==> src/hw/host_port_pkg.sv <==
// Shared constants for the SRAM-like host port: widths, address map, timing.
// Assumes both ends run from one 50 MHz clock.
package host_port_pkg;
    localparam int ADDR_W = 7;
    localparam int DATA_W = 16;
    localparam int WORD_W = 32;
    localparam int FIFO_ADDR_W = 2;
    localparam logic [6:0] ADDR_PROBE = 7'h32;
    localparam logic [6:0] ADDR_IRQ_CFG = 7'h2c;
    localparam logic [6:0] ADDR_PWR_CTL = 7'h3e;
    localparam int IRQ_POL_BIT = 0;
    localparam int IRQ_PP_BIT = 1;
    localparam int IRQ_EN_LSB = 4;
    localparam int IRQ_SRC_W = 4;
    localparam logic [15:0] PROBE_VALUE = 16'h4321;
    localparam int CLK_MHZ = 50;
    localparam int STROBE_NS = 60;
    localparam int STROBE_CYC = (STROBE_NS * CLK_MHZ + 999) / 1000;
    localparam int GAP_CYC = 2;
endpackage : host_port_pkg

==> src/hw/host_port_if.sv <==
// Interface joining host end and device end of the SRAM-like port.
// The bench resolves the data bus from the two enables.
`timescale 1ns/1ns
`default_nettype none
interface host_port_if;
    logic chipSelectN;
    logic readStrobeN;
    logic writeStrobeN;
    logic fifoSel;
    logic [6:0] addr;
    logic [15:0] hostDataOut;
    logic hostDataOeN;
    logic [15:0] devDataOut;
    logic devDataOeN;
    logic [15:0] dataIn;
    logic irqOut;
    logic irqOeN;
    logic wakeIndicatorOut;
    modport host (output chipSelectN, readStrobeN, writeStrobeN, fifoSel, addr,
                  hostDataOut, hostDataOeN, input dataIn, irqOut, irqOeN,
                  wakeIndicatorOut);
    modport device (input chipSelectN, readStrobeN, writeStrobeN, fifoSel, addr,
                    dataIn, output devDataOut, devDataOeN, irqOut, irqOeN,
                    wakeIndicatorOut);
endinterface : host_port_if
`default_nettype wire

==> src/hw/host_port_device.sv <==
// Device end: decodes host cycles into register and FIFO word accesses.
// Assumes strobes are synchronous to clk_sys and held STROBE_CYC cycles.
`timescale 1ns/1ns
`default_nettype none
module host_port_device (
    input wire logic clk_sys, // 50 MHz clock
    input wire logic rst_b, // async reset, active low
    host_port_if.device port, // host-facing pins
    input wire logic sleepReq, // enter reduced-power state
    input wire logic wakeEvent, // wake event detected
    input wire logic [host_port_pkg::IRQ_SRC_W-1:0] irqSources, // interrupt causes
    input wire logic [host_port_pkg::WORD_W-1:0] rxWord, // word to give host
    output logic rxPop, // rx word consumed
    output logic [host_port_pkg::WORD_W-1:0] txWord, // assembled word
    output logic txPush, // tx word valid pulse
    output logic [host_port_pkg::FIFO_ADDR_W-1:0] fifoAddr, // FIFO port address
    output logic asleep // in reduced-power state
);
    import host_port_pkg::*;

    logic [15:0] irqCfg_r, irqCfg_nxt;
    logic asleep_r, asleep_nxt;
    logic readSeen_r, readSeen_nxt;
    logic rdPrev_r, wrPrev_r;
    logic hiHalf_r, hiHalf_nxt;
    logic [15:0] txLow_r, txLow_nxt;
    logic [31:0] txWord_r, txWord_nxt;
    logic txPush_r, txPush_nxt, rxPop_r, rxPop_nxt;
    logic [1:0] fifoAddr_r, fifoAddr_nxt;
    logic [15:0] dout_r, dout_nxt;
    logic oeN_r, oeN_nxt, irq_r, irq_nxt, irqOe_r, irqOe_nxt, wake_r, wake_nxt;
    logic rdAct, wrAct, rdStart, wrEnd, irqAct;
    logic [15:0] wrData_r, wrData_nxt;
    logic [6:0] wrAddr_r, wrAddr_nxt;
    logic wrFifo_r, wrFifo_nxt;

    // FIFO slot from the low address bits; upper bits do not matter
    function automatic logic [FIFO_ADDR_W-1:0] fifoSlot(input logic [ADDR_W-1:0] a);
        return a[FIFO_ADDR_W-1:0];
    endfunction : fifoSlot

    // Register read decode; unmapped words read as zero
    function automatic logic [DATA_W-1:0] regRead(input logic [ADDR_W-1:0] a,
                                                  input logic [DATA_W-1:0] cfg,
                                                  input logic sleeping);
        logic [DATA_W-1:0] v;
        v = 16'h0000;
        unique case (a)
            ADDR_PROBE: v = PROBE_VALUE;
            ADDR_IRQ_CFG: v = cfg;
            ADDR_PWR_CTL: v = {15'h0000, sleeping};
            default: v = 16'h0000;
        endcase
        return v;
    endfunction : regRead

    // Pins and halves are fixed by the interface; refuse other shapes
    if (ADDR_W != 7) begin : g_bad_addr
        $error("word address must be seven bits");
    end
    if (FIFO_ADDR_W < 1 || FIFO_ADDR_W > 2) begin : g_bad_slot
        $error("FIFO slot width must be one or two bits");
    end
    if (WORD_W != 2 * DATA_W) begin : g_bad_word
        $error("internal word must be two bus halves");
    end

    always_comb begin
        rdAct = !port.chipSelectN && !port.readStrobeN;
        wrAct = !port.chipSelectN && !port.writeStrobeN;
        rdStart = rdAct && !rdPrev_r;
        wrEnd = !wrAct && wrPrev_r;
        irqAct = |(irqSources & irqCfg_r[IRQ_EN_LSB +: IRQ_SRC_W]);
        irqCfg_nxt = irqCfg_r;
        asleep_nxt = asleep_r;
        readSeen_nxt = readSeen_r;
        hiHalf_nxt = hiHalf_r;
        txLow_nxt = txLow_r;
        txWord_nxt = txWord_r;
        txPush_nxt = 1'b0;
        rxPop_nxt = 1'b0;
        fifoAddr_nxt = fifoAddr_r;
        dout_nxt = dout_r;
        wrData_nxt = wrData_r;
        wrAddr_nxt = wrAddr_r;
        wrFifo_nxt = wrFifo_r;
        // Host lets go of the bus with the strobe, so keep the last strobe cycle
        if (wrAct) begin
            wrData_nxt = port.dataIn;
            wrAddr_nxt = port.addr;
            wrFifo_nxt = port.fifoSel;
        end

        if (sleepReq && !asleep_r) begin
            asleep_nxt = 1'b1;
            readSeen_nxt = 1'b0;
        end
        if (asleep_r && wrAct) begin
            asleep_nxt = 1'b0;
            readSeen_nxt = 1'b0;
        end
        // Read data is fetched once, on the first selected strobe cycle
        if (rdStart && !asleep_r) begin
            readSeen_nxt = 1'b1;
            if (port.fifoSel) begin
                fifoAddr_nxt = fifoSlot(port.addr);
                dout_nxt = port.addr[0] ? rxWord[31:16] : rxWord[15:0];
                rxPop_nxt = port.addr[0];
            end else begin
                dout_nxt = regRead(port.addr, irqCfg_r, asleep_r);
            end
        end
        // Writes commit at strobe release from the values latched above
        if (wrEnd && readSeen_r && !asleep_r) begin
            if (wrFifo_r) begin
                fifoAddr_nxt = fifoSlot(wrAddr_r);
                if (!hiHalf_r) begin
                    txLow_nxt = wrData_r;
                    hiHalf_nxt = 1'b1;
                end else begin
                    txWord_nxt = {wrData_r, txLow_r};
                    txPush_nxt = 1'b1;
                    hiHalf_nxt = 1'b0;
                end
            end else if (wrAddr_r == ADDR_IRQ_CFG) begin
                irqCfg_nxt = wrData_r;
            end
        end

        // Bus trails the strobe by a cycle; the host gap keeps it clear
        oeN_nxt = !rdAct;
        // Open drain only ever pulls low, so the level stays at zero
        irq_nxt = irqCfg_r[IRQ_PP_BIT] ? (irqAct ~^ irqCfg_r[IRQ_POL_BIT]) : 1'b0;
        irqOe_nxt = irqCfg_r[IRQ_PP_BIT] ? 1'b0 : !irqAct;
        wake_nxt = wakeEvent && asleep_r;
    end

    always_ff @(posedge clk_sys or negedge rst_b) begin
        if (!rst_b) begin
            irqCfg_r <= 16'h0000;
            asleep_r <= 1'b0;
            readSeen_r <= 1'b0;
            rdPrev_r <= 1'b0;
            wrPrev_r <= 1'b0;
            hiHalf_r <= 1'b0;
            txLow_r <= 16'h0000;
            txWord_r <= 32'h0000_0000;
            txPush_r <= 1'b0;
            rxPop_r <= 1'b0;
            fifoAddr_r <= 2'h0;
            dout_r <= 16'h0000;
            oeN_r <= 1'b1;
            irq_r <= 1'b0;
            irqOe_r <= 1'b1;
            wake_r <= 1'b0;
            wrData_r <= 16'h0000;
            wrAddr_r <= 7'h00;
            wrFifo_r <= 1'b0;
        end else begin
            irqCfg_r <= irqCfg_nxt;
            asleep_r <= asleep_nxt;
            readSeen_r <= readSeen_nxt;
            rdPrev_r <= rdAct;
            wrPrev_r <= wrAct;
            hiHalf_r <= hiHalf_nxt;
            txLow_r <= txLow_nxt;
            txWord_r <= txWord_nxt;
            txPush_r <= txPush_nxt;
            rxPop_r <= rxPop_nxt;
            fifoAddr_r <= fifoAddr_nxt;
            dout_r <= dout_nxt;
            oeN_r <= oeN_nxt;
            irq_r <= irq_nxt;
            irqOe_r <= irqOe_nxt;
            wake_r <= wake_nxt;
            wrData_r <= wrData_nxt;
            wrAddr_r <= wrAddr_nxt;
            wrFifo_r <= wrFifo_nxt;
        end
    end

    // Read data lags strobe by one cycle; host samples late in strobe
    assign port.devDataOut = dout_r;
    assign port.devDataOeN = oeN_r;
    assign port.irqOut = irq_r;
    assign port.irqOeN = irqOe_r;
    assign port.wakeIndicatorOut = wake_r;
    assign rxPop = rxPop_r;
    assign txWord = txWord_r;
    assign txPush = txPush_r;
    assign fifoAddr = fifoAddr_r;
    assign asleep = asleep_r;
endmodule : host_port_device
`default_nettype wire

==> src/flat_wrapper.sv <==
// flat-port wrapper written by rule: the top's interface ports become plain ports
module host_port_device_flat import host_port_pkg::*;
  (clk_sys, rst_b, sleepReq, wakeEvent, irqSources, rxWord, rxPop, txWord, txPush, fifoAddr, asleep, port_chipSelectN, port_readStrobeN, port_writeStrobeN, port_fifoSel, port_addr, port_dataIn, port_devDataOut, port_devDataOeN, port_irqOut, port_irqOeN, port_wakeIndicatorOut);
  host_port_if port_i ();
  input wire logic clk_sys;
  input wire logic rst_b;
  input wire logic sleepReq;
  input wire logic wakeEvent;
  input wire logic [host_port_pkg::IRQ_SRC_W-1:0] irqSources;
  input wire logic [host_port_pkg::WORD_W-1:0] rxWord;
  output logic rxPop;
  output logic [host_port_pkg::WORD_W-1:0] txWord;
  output logic txPush;
  output logic [host_port_pkg::FIFO_ADDR_W-1:0] fifoAddr;
  output logic asleep;
  input wire logic [$bits(port_i.chipSelectN)-1:0] port_chipSelectN;
  input wire logic [$bits(port_i.readStrobeN)-1:0] port_readStrobeN;
  input wire logic [$bits(port_i.writeStrobeN)-1:0] port_writeStrobeN;
  input wire logic [$bits(port_i.fifoSel)-1:0] port_fifoSel;
  input wire logic [$bits(port_i.addr)-1:0] port_addr;
  input wire logic [$bits(port_i.dataIn)-1:0] port_dataIn;
  output wire logic [$bits(port_i.devDataOut)-1:0] port_devDataOut;
  output wire logic [$bits(port_i.devDataOeN)-1:0] port_devDataOeN;
  output wire logic [$bits(port_i.irqOut)-1:0] port_irqOut;
  output wire logic [$bits(port_i.irqOeN)-1:0] port_irqOeN;
  output wire logic [$bits(port_i.wakeIndicatorOut)-1:0] port_wakeIndicatorOut;
  assign port_i.chipSelectN = port_chipSelectN;
  assign port_i.readStrobeN = port_readStrobeN;
  assign port_i.writeStrobeN = port_writeStrobeN;
  assign port_i.fifoSel = port_fifoSel;
  assign port_i.addr = port_addr;
  assign port_i.dataIn = port_dataIn;
  assign port_devDataOut = port_i.devDataOut;
  assign port_devDataOeN = port_i.devDataOeN;
  assign port_irqOut = port_i.irqOut;
  assign port_irqOeN = port_i.irqOeN;
  assign port_wakeIndicatorOut = port_i.wakeIndicatorOut;
  host_port_device u_core (.clk_sys(clk_sys), .rst_b(rst_b), .port(port_i), .sleepReq(sleepReq), .wakeEvent(wakeEvent), .irqSources(irqSources), .rxWord(rxWord), .rxPop(rxPop), .txWord(txWord), .txPush(txPush), .fifoAddr(fifoAddr), .asleep(asleep));
endmodule
==> config.mk <==
export PLATFORM = sky130hd
export DESIGN_NAME = host_port_device_flat
export DESIGN_NICKNAME = d
export VERILOG_FILES = /design/src/hw/host_port_pkg.sv /design/src/hw/host_port_if.sv /design/src/hw/host_port_device.sv /design/src/flat_wrapper.sv
export SDC_FILE = /design/constraint.sdc
export NUM_CORES = 1
export LEC_CHECK = 0
export BUFFER_PORTS_ARGS = -buffer_cell sky130_fd_sc_hd__buf_4
export CAP_MARGIN = 0
export CORE_ASPECT_RATIO = 0.6
export CORE_UTILIZATION = 30
export CTS_BUF_LIST = sky130_fd_sc_hd__clkbuf_8
export DETAILED_ROUTE_END_ITERATION = 6
export GPL_TIMING_DRIVEN = 0
export PLACE_DENSITY = 0.55
export SETUP_SLACK_MARGIN = 0.5
export SLEW_MARGIN = 15
export SYNTH_ARGS = -nofsm -noshare
export SYNTH_HDL_FRONTEND = slang
export SYNTH_SLANG_ARGS = --single-unit
==> constraint.sdc <==
create_clock -name clk_sys -period 2.2 [get_ports clk_sys]
set_clock_uncertainty 0.05 [all_clocks]
set_input_delay 0.22 -clock clk_sys [delete_from_list [all_inputs] [get_ports clk_sys]]
set_output_delay 0.22 -clock clk_sys [all_outputs]
set_load 0.05 [all_outputs]
==> results of run 1 <==
registers in the layout (all words and copies together) (netlist names), 2 cells and up:
| register | cells |
|---|---|
| u_core.wrData_r | 16 |
| u_core.fifoAddr | 2 |
| u_core.wrAddr_r | 7 |
| u_core.port.devDataOut | 16 |
| u_core.txLow_r | 16 |
| u_core.irqCfg_r | 16 |
| u_core.txWord | 32 |
through the flow:
stage               hold slack, ns  instances  setup TNS [ns]
floorplan                  -0.1256        346               0
global placement            0.3838        672         -0.3165
detailed placement          0.1005        673         -0.6401
CTS                        0.01311        744               0
global route               0.03917        750               0
finish                     0.04452        750               0
cell usage in the layout (no fill, tap or decap), types with 5 or more instances in the layout:
cell,n
sky130_fd_sc_hd__nand3_1,7
sky130_fd_sc_hd__nor2b_1,5
sky130_fd_sc_hd__a21oi_1,21
sky130_fd_sc_hd__clkbuf_1,8
sky130_fd_sc_hd__inv_1,5
sky130_fd_sc_hd__mux2_2,49
sky130_fd_sc_hd__buf_6,11
sky130_fd_sc_hd__nand4_1,11
sky130_fd_sc_hd__mux2_4,49
sky130_fd_sc_hd__buf_4,131
sky130_fd_sc_hd__clkbuf_8,20
sky130_fd_sc_hd__nor2_1,17
sky130_fd_sc_hd__dlygate4sd3_1,27
sky130_fd_sc_hd__dfrtp_1,113
sky130_fd_sc_hd__a211oi_1,5
per-layer routing:
layer	track usage	part of all wire
met3	0.05041	0.072
met5	0	0
met2	0.2324	0.41
met4	0.05245	0.0092
met1	0.2547	0.51
worst max path at each step:
| stage | from | slack [ns] | endpoint |
|---|---|---|---|
| finish | u_core.wrFifo_r | 0.20 | u_core.irqCfg_r[13] |
| floorplan | u_core.wrAddr_r[1] | 0.20 | u_core.irqCfg_r[10] |
| global route | u_core.wrFifo_r | 0.14 | u_core.irqCfg_r[13] |
| CTS | u_core.wrAddr_r[0] | 0.23 | u_core.irqCfg_r[13] |
| global placement | u_core.wrFifo_r | -0.03 | u_core.irqCfg_r[11] |
| detailed placement | u_core.wrFifo_r | -0.06 | u_core.irqCfg_r[13] |
where the power goes:
part           internal (mW)  switching [mW]
clock network           1.19           0.845
registers               2.39           0.194
logic                  0.516           0.739
worst min-delay path: stages:
cell and delay (ns):
sky130_fd_sc_hd__buf_4 0.08, sky130_fd_sc_hd__a22o_1 0.14, sky130_fd_sc_hd__nor3_1 0.07
cell type report:
| type | count | area, um2 | share of cell area |
|---|---|---|---|
| buffer | 18 | 135.1 | 0.01874 |
| clock buffer | 20 | 275.3 | 0.03817 |
| clock inverter | 11 | 133.9 | 0.01857 |
| inverter | 5 | 26.28 | 0.003644 |
| multi-input combinational | 206 | 2031 | 0.2816 |
| sequential | 117 | 2933 | 0.4067 |
| tap | 203 | 254.0 | 0.03522 |
| timing repair buffer | 170 | 1423 | 0.1973 |
what timing repair did:
| item | 4_1_cts | 5_1_grt |
|---|---|---|
| endpoints found under the hold margin | 63 | 0 |
| resized for setup | 31 | 21 |
| pin swaps | 5 | 6 |
| buffers inserted | 10 | 5 |
| hold buffers | 27 | 0 |
| endpoints found under the setup margin | 72 | 79 |
| gates cloned | 3 | 1 |
cell families after synthesis:
| kind of cell | after synthesis |
|---|---|
| buf+inv | 23 |
| mux | 98 |
| simple gates | 62 |
| compound gates | 45 |
| xor+xnor | 1 |
| flops | 117 |
==> metrics.csv, run 1 <==
metric,value,unit
cts-root-to-sink-buffers,2,
min_from,irqSources[1],
routed_via_density,4.789,
pre_cts_slack,-0.05842,ns
grtUsageTotal,0.1700,
worst_r2r_startpoint,u_core.wrFifo_r,
hold_class,primary input to flop,
global_route_wire_length_before_repair,20690,um
power_leakage,3.412,nW
core.rowCount,35,
timing.critical_path.slowest_stage_cell,sky130_fd_sc_hd__or4bb_4,
routed-via-count,3592,
type_of_element_capturing_the_critical_path,flop,
synth_largest_area_cell,sky130_fd_sc_hd__dfrtp_1,
dpl_cell_area,0.006201,mm2
numCtsBuffers,17,
hpwlAfterDp,9462,um
hold_path_end,u_core.port.irqOeN,
yosysTopAreaCellShare,0.5983,
synth-edff-count,0,
yosys.area_share.simple,0.07856,
pin_count_of_the_biggest_net_entering_global_routing,81,
critPathKind,flop to flop,
totalWireLength,13710,um
path_clk_slew,0.06,ns
timing.final.crit_period,2.005,ns
whs_path_depth,3,
postSynthCellCount,346,
dr.first_iter.drc_count,208,
setup_violations,0,
fp.dieArea,0.01656,mm2
post-route-cell-area,0.007211,mm2
number_of_register_bits_inferred_by_synthesis,117,
route.detailed.drc,24,
synth_area_leaders,"sky130_fd_sc_hd__dfrtp_1 60%, sky130_fd_sc_hd__mux2_2 23%, sky130_fd_sc_hd__a21oi_1 2.3%",
failed_checks,design-rule violations,
critical-path-top-delay-family,simple AND/OR/NAND/NOR gates,
yosysWarnings,0,
cp.required,2.44,ns
ioPinCount,124,
wl_per_cell,18.28,um
cts.sinks,117,
synth.area.mux_share,0.2294,
drt_pass1_iterations,6,
buffer_ports.inserted,123,
postSynthNetCount,413,
status,"finished, violations left",
cp_num_cells,5,
post_synth_fa_ha_maj_area_fraction,0,
p_per_area,815.4,mW/mm2
number_of_global_route_vias_before_repair,3662,
crit_arrival,2.25,ns
synth.cell_area,0.004810,mm2
clock_tree.root_cell,sky130_fd_sc_hd__clkbuf_8,
postLayoutCoreUtil,0.4651,
critPathBufInv,2,
final-max-slew-violation-count,0,
critical_path.max_fanout,5,
antenna_found_initial,0,
gr-total-overflow,0,
worst_slack,0.1951,ns
drtAntennaViolNets,0,
timing.max_cap.violations,0,
worstReg2RegEnd,u_core.irqCfg_r[13],
setup.reg_to_reg.worst_slack,0.20,ns
grt_setup_unrepaired,true,
placeableCoreArea,0.01550,mm2
tritoncts,yes,
synth_ff_type,sky130_fd_sc_hd__dfrtp_1,
critPathLaunchType,flop,
synthArstFlopShare,1.000,
timing.max_slew.rel_slack,0.5128,
fin_nets,602,
max_stage_delay,0.57,ns
clk_latency_worst_skew_pair,0.42,ns
die_h,100.1,um
n_antenna_cell,0,
sequential_fraction_of_the_synthesis_area,0.6093,
max_freq,498.8,MHz
netlist-cell-type-count,43,
tightestPinTransition,0.7308,ns
cp_cell_sequence,or4bb_4 -> nor4_4 -> buf_4 -> buf_6 -> mux2_4,
ff2ff_path_depth,5,
hold_viol,0,
floorplan.initialDensity,0.3103,
main_combinational_cell_family_by_area_after_synthesis,multiplexers,
gp_congestion,0.7609,
syn_avg_cell_area,13.90,um2
die_w,165.5,um
synthTopCellsByCount,"115 x sky130_fd_sc_hd__dfrtp_1, 98 x sky130_fd_sc_hd__mux2_2, 22 x sky130_fd_sc_hd__a21oi_1",
post-route-period-util,0.9113,
nFillCells,1414,
area.growth.synth_to_final,49.92,%
synthXorXnorAreaFrac,0.001821,
yosys.cell_count.top_type,sky130_fd_sc_hd__dfrtp_1,
p_total,5.880,mW
max_vdd_drop,355.5,uV
synth_compound_gate_area_share,0.05931,
drive_gt1_frac,0.5466,
cts.htree.levels,4,
Power figures use the tool's default switching activity.
==> run 2: changes to the inputs <==
Settings changed: RECOVER_POWER set to 50, REMOVE_ABC_BUFFERS set to 1.
==> metrics.csv, run 2 (synthesis gave the netlist of run 1 again) <==
metric,value,unit,change
tritoncts,yes,,unchanged
routed-via-count,3510,,was 3592
wl_per_cell,18.79,um,was 18.28 um
commonest_non_fill_non_tap_cells_in_the_layout,"119 x sky130_fd_sc_hd__buf_4, 114 x sky130_fd_sc_hd__dfrtp_1, 66 x sky130_fd_sc_hd__mux2_2",,"was 131 x sky130_fd_sc_hd__buf_4, 113 x sky130_fd_sc_hd__dfrtp_1, 49 x sky130_fd_sc_hd__mux2_4, 49 x sky130_fd_sc_hd__mux2_2, 27 x sky130_fd_sc_hd__dlygate4sd3_1"
die_w,165.5,um,unchanged
power.share.sequential,0.442,,was 0.440
area.growth.synth_to_final,44.85,%,was 49.92%
global_route_wire_length_before_repair,21490,um,was 20690 um
grt_setup_unrepaired,true,,unchanged
critPathKind,flop to flop,,unchanged
floorplan.initialDensity,0.3103,,unchanged
drt_pass1_iterations,7,,was 6
critical_path.max_fanout,7,,was 5
cts.sinks,117,,unchanged
timing.max_slew.rel_slack,0.4279,,was 0.5128
totalWireLength,13790,um,was 13710 um
hpwlAfterDp,8750,um,was 9462 um
cp_cell_sequence,or4b_4 -> nor4_4 -> buf_6 -> mux2_4,,was or4bb_4 -> nor4_4 -> buf_4 -> buf_6 -> mux2_4
dr.first_iter.drc_count,226,,was 208
path_clk_slew,0.07,ns,was 0.06 ns
buffer_ports.inserted,123,,unchanged
drive_gt1_frac,0.5254,,was 0.5466
fp.dieArea,0.01656,mm2,unchanged
cts.htree.levels,4,,unchanged
routed_via_density,4.782,,was 4.789
hold_viol,0,,unchanged
power.internal,4.085,mW,was 4.101 mW
timing.critical_path.slowest_stage_cell,sky130_fd_sc_hd__or4b_4,,was sky130_fd_sc_hd__or4bb_4
n_antenna_cell,0,,unchanged
gp_congestion,0.7348,,was 0.7609
max_vdd_drop,353.1,uV,was 355.5 uV
power_leakage,3.279,nW,was 3.412 nW
numCtsBuffers,17,,unchanged
cts-root-to-sink-buffers,2,,unchanged
p_per_area,842.6,mW/mm2,was 815.4 mW/mm2
grtUsageTotal,0.1788,,was 0.1700
ioPinCount,124,,unchanged
cp.required,2.44,ns,about the same
status,"finished, violations left",,unchanged
route.detailed.drc,18,,was 24
post-route-period-util,0.9143,,was 0.9113
number_of_global_route_vias_before_repair,3796,,was 3662
max_reg_flops,32,,unchanged
final-max-slew-violation-count,0,,unchanged
core.rowCount,35,,unchanged
postLayoutCoreUtil,0.4494,,was 0.4651
die_h,100.1,um,unchanged
drtAntennaViolNets,0,,unchanged
reported_net_switching_power,1.785,mW,was 1.779 mW
pwr-share-clk,0.346,,about the same
max_stage_delay,0.56,ns,was 0.57 ns
ff2ff_path_depth,4,,was 5
timing.final.crit_period,2.011,ns,was 2.005 ns
critPathLaunchType,flop,,unchanged
whs_path_depth,2,,was 3
hold_class,primary input to flop,,unchanged
timing.max_cap.violations,0,,unchanged
mostFrequentLayoutCell,sky130_fd_sc_hd__buf_4,,unchanged
type_of_element_capturing_the_critical_path,flop,,unchanged
setup_violations,0,,unchanged
p_sw_frac,0.3040,,was 0.3026
pin_count_of_the_biggest_net_entering_global_routing,88,,was 81
failed_checks,design-rule violations,,unchanged
finalNonFillerCells,734,,was 750
combPwrFrac,0.212,,was 0.213
nFillCells,1493,,was 1414
crit_arrival,2.25,ns,about the same
clk_latency_worst_skew_pair,0.41,ns,was 0.42 ns
fin_nets,585,,was 602
tightestPinTransition,0.8544,ns,was 0.7308 ns
placeableCoreArea,0.01550,mm2,unchanged
max_freq,497.2,MHz,was 498.8 MHz
gr-total-overflow,0,,unchanged
antenna_found_initial,0,,unchanged
clock_tree.root_cell,sky130_fd_sc_hd__clkbuf_8,,unchanged
place_inst,660,,was 673
==> run 2: critical path, delay by kind of cell, from the launching register on <==
kind                   cells  cell delay (ns)
AND/OR/NAND/NOR            2             0.91
multiplexers               1             0.31
buffers and inverters      1             0.22
flip-flops                 1             0.40
==> run 2: power by group through the flow <==
stage / registers, mW / clock network, mW / logic, mW
4_1_cts: 2.59 / 2.08 / 1.25
3_5_place_dp: 2.62 / 0 / 1.15
2_1_floorplan: 2.98 / 0 / 0.283
6_report: 2.60 / 2.03 / 1.24
3_3_place_gp: 2.61 / 0 / 1.12
5_1_grt: 2.62 / 2.20 / 1.32
==> run 2: per-stage QoR <==
| step | power [mW] | setup TNS (ns) | hold WS [ns] | area [um2] | setup WS (ns) |
|---|---|---|---|---|---|
| final | 5.870 | 0 | 0.04394 | 6967 | 0.1886 |
| after global routing | 6.147 | 0 | 0.01883 | 6967 | 0.1388 |
| after CTS | 5.926 | 0 | 0.004752 | 6962 | 0.2159 |
| after detailed placement | 3.775 | -32.26 | 0.07082 | 6032 | -0.9979 |
| after global placement | 3.727 | -66.65 | 0.3587 | 5902 | -1.404 |
| after floorplan | 3.264 | -3.474 | -0.1256 | 4725 | -0.1485 |
==> run 2: area by class of cell <==
class,count,area [um2],share of cell area
flip-flops and latches,117,2932,0.4208
multi-input cells,206,1964,0.2820
repair buffers,170,1371,0.1968
clock buffers,20,275.3,0.03951
well taps,203,254.0,0.03646
clock inverters,12,135.1,0.01940
inverters,5,30.03,0.004310
repair inverters,1,5.005,0.0007184
==> run 2: timing repair <==
item | in CTS | in global routing
buffers inserted | 13 | 3
pin swaps | 6 | 4
gates resized for setup | 43 | 7
hold buffers | 24 | 1
hold endpoints to repair | 53 | 1
gates cloned | 1 | 0
setup endpoints to repair | 101 | 52
==> run 2: metal layers <==
| layer | GRT usage | vias up | wire (um) |
|---|---|---|---|
| met5 | 0 | - | 0 |
| met4 | 0.05874 | 0 | 40 |
| met2 | 0.2542 | 105 | 5872 |
| met1 | 0.2613 | 1795 | 6866 |
| li1 | - | 1604 | - |
| met3 | 0.04876 | 6 | 1011 |
==> run 2: path summary, 6_finish.rpt <==
path,start,slack (ns),end
hold / removal,port_addr[4],0.04,u_core.wrAddr_r[4]
setup reg to reg,u_core.wrAddr_r[0],0.19,u_core.irqCfg_r[0]
hold reg to reg,u_core.irqCfg_r[1],0.45,u_core.port.irqOeN
max in group asynchronous,rst_b,1.15,u_core.port.devDataOeN
setup / recovery,u_core.wrAddr_r[0],0.19,u_core.irqCfg_r[0]
min in group asynchronous,rst_b,0.21,u_core.txWord[4]
